$ cat src/logic/wdt_defines.vh
// constants for the watchdog, sleep and reset-cause block
// ==========================================================
// Summary of operation
// watchdog counts its own oscillator tick or system clock divided by four.
// with watchdog disabled, all watchdog instructions do nothing.
// time-out divider is option-selected power of two, 2^12 to 2^15.
// clears reset only last two divider stages; time-out 2^n to 2^(n+1). Code gives just over 2^(n-1) up to 2^n.
// overflow in normal operation gives full chip reset and sets expiry flag.
// overflow in sleep gives warm restart: program counter and stack pointer only.
// count cleared by reset pin low, clear instruction, or sleep instruction.
// single-clear mode uses one instruction; dual-clear needs both instructions.
// with instruction clock source, watchdog stops counting during sleep.
// sleep stops system clock; watchdog oscillator runs; state retained.
// sleep entry clears watchdog, which restarts if on its own oscillator.
// sleep instruction sets power-down flag and clears expiry flag.
// power-down flag cleared by power-up or single clear instruction.
// sleep exits on reset pin, interrupt, port A falling edge, overflow.
// each port A bit selectable as wake source; resumes at next instruction.
// interrupt wake takes vector if enabled and stack not full, else continues.
// interrupt already pending before sleep cannot wake the device.
// any wake-up waits 1024 system clocks before execution resumes.
// start-up timer inserts 1024 system clocks at power-up.
// flags encode cause: 00 power-up, 01 pin wake, 1u watchdog, 11 watchdog wake.
// chip reset restarts program at zero with watchdog cleared and counting.
// in RC oscillator mode clock output pin carries system clock divided by four.
// expiry flag is status bit 5, power-down flag is status bit 4.
// dual-clear accepts first and second instruction in either order.
`ifndef WDT_DEFINES_VH
`define WDT_DEFINES_VH
`define INSTR_DIV          4
`define WDT_CNT_W          16
`define WDT_SEL_W          2
`define WDT_MIN_EXP        12
`define STARTUP_CYCLES     1024
`define STARTUP_CNT_W      11
`define STATUS_EXPIRY_BIT  5
`define STATUS_PDOWN_BIT   4
`define PORTA_W            8
`endif

$ cat src/logic/wdt_counter.v
// watchdog divider chain with selectable overflow tap
module wdt_counter (
  input  wire                  i_clk,
  input  wire                  i_rst_n,
  input  wire                  i_tick,
  input  wire                  i_clear,
  input  wire                  i_full_clear,
  input  wire [1:0]            i_sel,
  output reg                   o_overflow
);
`include "wdt_defines.vh"
  reg  [15:0] cnt_q;
  reg  [15:0] cnt_d;
  wire [4:0]  top_bit = 5'd12 + {3'b000, i_sel};
  reg         tap_prev_q;
  wire        tap = cnt_q[top_bit[3:0]];

  // ========================================================
  // divider chain
  always @* begin
    cnt_d = cnt_q;
    if (i_full_clear)
      cnt_d = 16'h0000;
    else if (i_clear) begin
      // only the last two stages clear, so period is just over 2^(n-1) up to 2^n R4
      cnt_d[top_bit[3:0]] = 1'b0;
      cnt_d[top_bit[3:0] - 4'd1] = 1'b0;
    end else if (i_tick)
      cnt_d = cnt_q + 16'h0001;
  end

  always @(posedge i_clk or negedge i_rst_n) begin
    if (!i_rst_n) begin
      cnt_q      <= 16'h0000;
      tap_prev_q <= 1'b0;
      o_overflow <= 1'b0;
    end else begin
      cnt_q      <= cnt_d;
      tap_prev_q <= tap;
      // tap falling edge marks 2^(n+1) period wrap; tap rise marks 2^n R3
      o_overflow <= tap & ~tap_prev_q & ~i_clear & ~i_full_clear;
    end
  end
endmodule

$ cat src/logic/wdt_sleep_ctrl.v
// watchdog, sleep entry and exit, start-up delay and reset-cause flags
module wdt_sleep_ctrl (
  input  wire        I_SYS_CLK,
  input  wire        I_RST_N,
  input  wire        I_POWER_UP,
  input  wire        I_EXTERNAL_RST_PIN_N,
  input  wire        I_OPT_WDT_ENABLE,
  input  wire        I_OPT_WDT_OSC_ENABLE,
  input  wire        I_OPT_WDT_SRC_OSC,
  input  wire [1:0]  I_OPT_WDT_DIV_SEL,
  input  wire        I_OPT_DUAL_CLEAR,
  input  wire        I_OPT_RC_OSC_MODE,
  input  wire [7:0]  I_OPT_PORTA_WAKE,
  input  wire        I_WDT_OSC_TICK,
  input  wire        I_SINGLE_CLEAR_INSTRUCTION,
  input  wire        I_FIRST_CLEAR_INSTRUCTION,
  input  wire        I_SECOND_CLEAR_INSTRUCTION,
  input  wire        I_SLEEP_INSTRUCTION,
  input  wire [7:0]  I_PORTA,
  input  wire        I_INT_REQ,
  input  wire        I_INT_ENABLE,
  input  wire        I_STACK_FULL,
  output reg         O_CHIP_RESET,
  output reg         O_WARM_RESTART,
  output reg         O_RUN,
  output reg         O_SLEEPING,
  output reg         O_SYS_CLK_EN,
  output reg         O_INT_VECTOR_TAKE,
  output reg         O_EXPIRY_FLAG,
  output reg         O_POWERDOWN_FLAG,
  output wire [7:0]  O_STATUS_FLAGS,
  output reg         O_CLOCK_OUT_PIN,
  output wire        O_CLOCK_OUT_PIN_OE
);
`include "wdt_defines.vh"

  localparam ST_STARTUP = 2'b00;
  localparam ST_RUN     = 2'b01;
  localparam ST_SLEEP   = 2'b10;
  localparam ST_WAKE    = 2'b11;

  reg  [1:0]  state_q;
  reg  [1:0]  state_d;
  reg  [10:0] sst_q;
  reg  [1:0]  div4_q;
  reg         int_pend_q;
  reg  [7:0]  porta_q;
  reg         first_seen_q;
  reg         second_seen_q;
  reg         take_vec_q;
  reg         pin_q;
  wire        wdt_overflow;

  // ========================================================
  // instruction clock divider and clock output pin
  always @(posedge I_SYS_CLK or negedge I_RST_N) begin
    if (!I_RST_N)
      div4_q <= 2'b00;
    else if (O_SYS_CLK_EN)
      div4_q <= div4_q + 2'b01;
  end
  wire instr_tick = O_SYS_CLK_EN & (div4_q == 2'b11);

  always @(posedge I_SYS_CLK or negedge I_RST_N) begin
    if (!I_RST_N)
      O_CLOCK_OUT_PIN <= 1'b0;
    else
      O_CLOCK_OUT_PIN <= div4_q[1];
  end
  assign O_CLOCK_OUT_PIN_OE = I_OPT_RC_OSC_MODE;

  // ========================================================
  // clear instruction handling
  wire en = I_OPT_WDT_ENABLE;
  wire running = (state_q == ST_RUN);
  wire single_clr = en & running & ~I_OPT_DUAL_CLEAR & I_SINGLE_CLEAR_INSTRUCTION;
  wire first_now  = first_seen_q | I_FIRST_CLEAR_INSTRUCTION;
  wire second_now = second_seen_q | I_SECOND_CLEAR_INSTRUCTION;
  // either order accepted R24
  wire dual_clr = en & running & I_OPT_DUAL_CLEAR & first_now & second_now;
  wire sleep_go = running & I_SLEEP_INSTRUCTION;

  always @(posedge I_SYS_CLK or negedge I_RST_N) begin
    if (!I_RST_N) begin
      first_seen_q  <= 1'b0;
      second_seen_q <= 1'b0;
    end else if (dual_clr | O_CHIP_RESET) begin
      first_seen_q  <= 1'b0;
      second_seen_q <= 1'b0;
    end else if (en & running & I_OPT_DUAL_CLEAR) begin
      first_seen_q  <= first_now;
      second_seen_q <= second_now;
    end
  end

  // ========================================================
  // watchdog counter
  wire use_osc = I_OPT_WDT_SRC_OSC & I_OPT_WDT_OSC_ENABLE;
  // instruction clock stops in sleep, so count halts there R9
  wire wdt_tick = en & (use_osc ? I_WDT_OSC_TICK : instr_tick);
  wire pin_low = ~I_EXTERNAL_RST_PIN_N;
  // sleep entry clears and count restarts on its oscillator R11
  wire wdt_clr = single_clr | dual_clr | (en & sleep_go);

  wdt_counter u_wdt (
    .i_clk        (I_SYS_CLK),
    .i_rst_n      (I_RST_N),
    .i_tick       (wdt_tick),
    .i_clear      (wdt_clr),
    .i_full_clear (pin_low | I_POWER_UP | O_CHIP_RESET),
    .i_sel        (I_OPT_WDT_DIV_SEL),
    .o_overflow   (wdt_overflow)
  );

  // ========================================================
  // wake sources
  wire [7:0] porta_fall = porta_q & ~I_PORTA & I_OPT_PORTA_WAKE;
  // only a request that rises during sleep may wake R17
  wire int_wake = I_INT_REQ & ~int_pend_q;
  wire wake = (|porta_fall) | int_wake;

  always @(posedge I_SYS_CLK or negedge I_RST_N) begin
    if (!I_RST_N) begin
      porta_q    <= 8'hFF;
      int_pend_q <= 1'b0;
    end else begin
      porta_q    <= I_PORTA;
      if (state_q != ST_SLEEP)
        int_pend_q <= I_INT_REQ;
    end
  end

  // ========================================================
  // control state machine
  wire sst_done = (sst_q == 11'd1023);
  always @* begin
    state_d = state_q;
    case (state_q)
      ST_STARTUP: if (sst_done) state_d = ST_RUN;
      ST_RUN:     if (sleep_go) state_d = ST_SLEEP;
      ST_SLEEP:   if (wake | (en & wdt_overflow)) state_d = ST_WAKE;
      ST_WAKE:    if (sst_done) state_d = ST_RUN;
      default:    state_d = ST_STARTUP;
    endcase
    if (pin_low | I_POWER_UP)
      state_d = ST_STARTUP;
    else if (en & wdt_overflow & running)
      state_d = ST_STARTUP;
  end

  always @(posedge I_SYS_CLK or negedge I_RST_N) begin
    if (!I_RST_N) begin
      state_q           <= ST_STARTUP;
      sst_q             <= 11'd0;
      O_CHIP_RESET      <= 1'b1;
      O_WARM_RESTART    <= 1'b0;
      O_INT_VECTOR_TAKE <= 1'b0;
      take_vec_q        <= 1'b0;
      pin_q             <= 1'b0;
    end else begin
      state_q        <= state_d;
      pin_q          <= pin_low;
      // held at zero while a reset source stands, so a long pin low cannot wrap it
      sst_q          <= (state_d != state_q || state_d == ST_RUN || state_d == ST_SLEEP ||
                         pin_low || I_POWER_UP) ? 11'd0 : sst_q + 11'd1;
      // chip reset: pc 000H, interrupts off, ports in, stack top R21
      O_CHIP_RESET   <= pin_low | I_POWER_UP | (en & wdt_overflow & running);
      // warm restart only pc and stack pointer R6
      O_WARM_RESTART <= (state_q == ST_SLEEP) & en & wdt_overflow & ~wake & ~pin_low;
      if (state_q == ST_SLEEP && int_wake)
        take_vec_q <= I_INT_ENABLE & ~I_STACK_FULL;
      else if (state_q == ST_SLEEP && wake)
        take_vec_q <= 1'b0;
      O_INT_VECTOR_TAKE <= (state_q == ST_WAKE) & sst_done & take_vec_q;
    end
  end

  always @* begin
    O_RUN        = (state_q == ST_RUN);
    O_SLEEPING   = (state_q == ST_SLEEP);
    O_SYS_CLK_EN = (state_q != ST_SLEEP);
  end

  // ========================================================
  // reset-cause flags; set wins over a same-cycle clear except the power-up clear
  always @(posedge I_SYS_CLK or negedge I_RST_N) begin
    if (!I_RST_N) begin
      O_EXPIRY_FLAG    <= 1'b0;
      O_POWERDOWN_FLAG <= 1'b0;
    end else if (I_POWER_UP) begin
      O_EXPIRY_FLAG    <= 1'b0;
      O_POWERDOWN_FLAG <= 1'b0;
    end else if (en & wdt_overflow & (running | (state_q == ST_SLEEP))) begin
      O_EXPIRY_FLAG    <= 1'b1;
    end else if (pin_low & ~pin_q & (state_q == ST_SLEEP)) begin
      O_EXPIRY_FLAG    <= 1'b0;
      O_POWERDOWN_FLAG <= 1'b1;
    end else if (sleep_go) begin
      O_EXPIRY_FLAG    <= 1'b0;
      O_POWERDOWN_FLAG <= 1'b1;
    end else if (single_clr) begin
      O_EXPIRY_FLAG    <= 1'b0;
      O_POWERDOWN_FLAG <= 1'b0;
    end
  end

  assign O_STATUS_FLAGS = {2'b00, O_EXPIRY_FLAG, O_POWERDOWN_FLAG, 4'h0};
endmodule

$ cat config.mk
export PLATFORM = sky130hd
export DESIGN_NAME = wdt_sleep_ctrl
export DESIGN_NICKNAME = d
export VERILOG_FILES = /design/src/logic/wdt_counter.v /design/src/logic/wdt_sleep_ctrl.v
export VERILOG_INCLUDE_DIRS = /design/src /design/src/logic
export SDC_FILE = /design/constraint.sdc
export NUM_CORES = 1
export LEC_CHECK = 0
export ABC_AREA = 0
export BUFFER_PORTS_ARGS = -buffer_cell sky130_fd_sc_hd__clkbuf_2
export CORE_MARGIN = 2
export CORE_UTILIZATION = 43
export DETAILED_ROUTE_END_ITERATION = 16
export GPL_TIMING_DRIVEN = 0
export PLACE_DENSITY = 0.61
export SLEW_MARGIN = 10
export SYNTH_ARGS = -nofsm -noshare
export SYNTH_HDL_FRONTEND = slang
export SYNTH_SLANG_ARGS = --single-unit
$ cat constraint.sdc
create_clock -name I_SYS_CLK -period 3.65 [get_ports I_SYS_CLK]
set_input_delay 0.1825 -clock I_SYS_CLK [delete_from_list [all_inputs] [get_ports I_SYS_CLK]]
set_output_delay 0.1825 -clock I_SYS_CLK [all_outputs]
set_load 0.01 [all_outputs]
==> metrics.md <==
| Metric | Value |
|---|---|
| Status | complete, no violations |
| CP cell instances | inv_1 > ha_1 > buf_2 > inv_1 > a31oi_1 > or4_1 > buf_6 > or2_1 > buf_6 > or4_1 > a21oi_1 |
| DP Worst Slack | 0.662 ns |
| CP startpoint kind | register |
| Iter 0 DRT Violations | 80 |
| Total negative slack | 0 ns |
| Final Setup Violations | 0 |
| Cell Area, Synth | 2760 um2 |
| Clk_skew | 0.00995 ns |
| Die W | 84.1 um |
| Crit-path max cell delay | 0.50 ns |
| Critical path origin | state_q[0] |
| Detailed Place HPWL | 4280 um |
| Number of synthesized flops with an enable pin | 0 |
| Arrival time at the worst endpoint | 3.21 ns |
| Sequential power share | 56.6% |
| Min-Delay Startpoint | I_POWER_UP |
| TritonCTS Sinks | 52 |
| DRT antenna net count | 0 |
| Post-CTS Setup Inserts | 0 |
| Hold Slack | 0.0520 ns |
| Worst path bufs/invs | 5 |
| Internal | 0.814 mW |
| Sw Share | 24.9% |
| Slew Limit Fails | 0 |
| Final period utilization | 81.6% |
| Reg2Reg Launch Point | state_q[0] |
| Pwr/cell area | 329 nW/um2 |
| Placed cell count | 408 |
| Post-layout net count | 394 |
| CTS H-Tree Depth | 2 |
| Vias | 2238 |
| Final std cells w/o fill | 425 |
| Number of global-route vias before repair | 2230 |
| Sequential-to-total area share from yosys stat | 47.6% |
| Top Ports | 53 |
| First-pass GRT wire length | 9730 um |
| Setup CP Type | register to register |
| Initial core utilization | 44.0% |
| IO Port Bufs | 45 |
| Share of layout cells above drive strength 1 | 24.4% |
| CTS tree | built |
| Vias per cell | 5.27 |
| Syn Area/Cell | 9.82 um2 |
| Worst rel slew slack | 52.9% |
| Fmax | 0.336 GHz |
| Async SR Flop Fraction | 100% |
| Final core occ | 52.4% |
| WL/cell | 13.6 um |
| CTS Buf Count | 5 |
| Library cells used by synthesis | 50 |
| Clk slew on worst S/H paths | 0.10 ns |
| Switching pwr | 0.270 mW |
| Top_reg_cell synth | dfrtp_1 |
| Post-route setup slack | 0.672 ns |
| #FFs+latches synth | 52 |
| Core ar. | 6280 um2 |
| Largest net degree at the start of global routing | 53 |
| Worst Hold Class | primary input to register |
| Reg2Reg Setup Slack | 0.67 ns |
| Die height | 84.1 um |
| Share of total power in combinational logic | 11.6% |
| Full die area | 7070 um2 |
| CP endpoint kind | register |
| Total gr overflow | 0 |
| FP Rows | 29 |
| Gr usage total | 16.9% |
| Peak VDD IR | 185 uV |
| CTS resizes | 0 |
| N_diodes | 0 |
| Final-report hold violation count | 0 |
| Area Growth Syn to Fin | 19.2% |
| Initial antenna violation count | 0 |
| Yosys warns | 0 |
| WL final | 5780 um |
| Clock root buffer | clkbuf_8 |
| Clock power frac | 31.8% |
| Slowest cell on the critical path | or4_1 |
| CP Data Required Time | 3.88 ns |
| CP delay by family, top | simple AND/OR/NAND/NOR gates |
| DRC | 0 |
| Syn Inst Count | 281 |
| MaxCap Viol Count | 0 |
| Leak | 1.49 nW |
| Clock Latency Late Sink | 0.30 ns |
| Crit path max fanout | 10 |
| DR pass1 iterations | 4 |
| Period minus WS final | 2.98 ns |
| Worst slew pin tran | 0.706 ns |
| RD Place Congestion | 0.775 |
| RSZ-0062 raised after global routing | false |
| Bufs on Longest Clock Path | 2 |
[synthesized netlist by cell type (2+ instances only)]
| cell type | count | share of area (%) |
|---|---|---|
| xor2_1 | 7 | 2.2 |
| and4_1 | 2 | 0.64 |
| nand2_1 | 21 | 2.9 |
| nand3b_1 | 2 | 0.54 |
| nor4_1 | 6 | 1.4 |
| ha_1 | 12 | 5.4 |
| nor2_1 | 19 | 2.6 |
| a31oi_1 | 2 | 0.45 |
| inv_1 | 16 | 2.2 |
| buf_2 | 2 | 0.36 |
| o21ai_0 | 9 | 1.6 |
| a211oi_1 | 2 | 0.54 |
| o211a_1 | 3 | 1.1 |
| or2_2 | 3 | 0.68 |
| o22ai_1 | 3 | 0.68 |
| buf_6 | 2 | 0.82 |
| or3_1 | 4 | 0.91 |
| a21oi_1 | 21 | 3.8 |
| nor3_1 | 9 | 1.6 |
| nand4_1 | 5 | 1.1 |
| o311ai_0 | 4 | 1.3 |
| nand3_1 | 12 | 2.2 |
| nand2b_1 | 3 | 0.68 |
| o21a_1 | 2 | 0.54 |
| and3_1 | 6 | 1.4 |
| or3_2 | 2 | 0.54 |
| o31ai_1 | 2 | 0.54 |
| or4_1 | 8 | 2.2 |
| dfrtp_1 | 43 | 39 |
| dfstp_2 | 9 | 8.6 |
| clkbuf_1 | 5 | 0.68 |
| buf_4 | 9 | 2.4 |
| xnor2_1 | 8 | 2.5 |
| nor2b_1 | 2 | 0.45 |
[power by group through the flow]
| stage | combinational [mW] | sequential [mW] | clock (mW) |
|---|---|---|---|
| final | 0.126 | 0.613 | 0.345 |
| after global routing | 0.141 | 0.616 | 0.382 |
| after CTS | 0.128 | 0.613 | 0.364 |
| after detailed placement | 0.119 | 0.625 | 0 |
| after global placement | 0.115 | 0.624 | 0 |
| after floorplan | 0.0588 | 0.626 | 0 |
[registers in the layout, summed over array words and instances (netlist names), 2 cells and up]
| register | count |
|---|---|
| porta_q | 8 |
| sst_q | 11 |
| u_wdt.cnt_q | 16 |
| state_q | 2 |
| div4_q | 2 |
[placed cells by master, fill, tap and decap left out, types with 6 or more instances in the layout]
master,count
dfrtp_1,43
conb_1,6
xnor2_1,8
clkbuf_8,6
dfstp_2,9
xor2_1,7
o21ai_0,9
nor2_1,19
nand2_1,21
clkbuf_2,44
ha_1,12
nor3_1,9
and3_1,6
dlygate4sd3_1,9
a21oi_1,21
nand3_1,12
or4_1,8
buf_4,9
inv_1,16
nor4_1,6
[per-stage QoR]
stage | cell area, um2 | total power, mW
3_5_place_dp | 3100 | 0.743
4_1_cts | 3290 | 1.10
5_1_grt | 3290 | 1.14
3_3_place_gp | 3100 | 0.739
2_1_floorplan | 2780 | 0.685
6_report | 3290 | 1.08
[final cells by class]
type                    count  area, um2
fillers                   590       2990
repair buffers             54        318
well taps                  77       96.3
multi-input cells         200       1290
clock inverters             2       15.0
flip-flops and latches     52       1310
inverters                  16       60.1
clock buffers               6       82.6
plain buffers              18        119
[routing by layer]
layer / track usage [%] / part of all wire, % / wire length (um) / up-vias
met5: 0 / 0 / 0 / -
met4: 5.28 / 0.50 / 29 / 0
met3: 3.26 / 4.0 / 233 / 2
met2: 30.6 / 51 / 2960 / 44
met1: 20.0 / 44 / 2550 / 1075
li1: - / - / - / 1117
[cell families (layout without fill, tap and decap cells)]
family          count (synthesis)  after routing  share of synthesized area, %
compound gates                 56             56                          13.2
simple gates                  108            108                          20.8
flops                          52             52                          47.6
xor+xnor                       15             15                          4.76
other cells                     1              6                         0.136
mux                             3              3                          1.59
fa+ha+maj                      12             12                          5.44
buf+inv                        34             96                          6.49
[worst register-to-register path, stage by stage (launching register included)]
cell and delay (ns):
dfrtp_1 0.46, inv_1 0.12, ha_1 0.22, buf_2 0.18
inv_1 0.13, a31oi_1 0.17, or4_1 0.45, buf_6 0.16
or2_1 0.22, buf_6 0.14, or4_1 0.50, a21oi_1 0.16
[worst paths after layout]
kind                                         end  cells after the start
worst max-delay path             u_wdt.cnt_q[14]                     11
worst min-delay path            O_POWERDOWN_FLAG                      2
worst max register to register   u_wdt.cnt_q[14]                     11
worst min register to register   O_CLOCK_OUT_PIN                      0
max in group asynchronous        u_wdt.cnt_q[11]                      2
min in group asynchronous               sst_q[5]                      2
[repair_timing]
item                                   4_1_cts  5_1_grt
endpoints found under the hold margin       51        0
setup endpoints to repair                    0        0
hold buffers                                 9        0
Note: power is estimated with default switching activity, not from simulation.
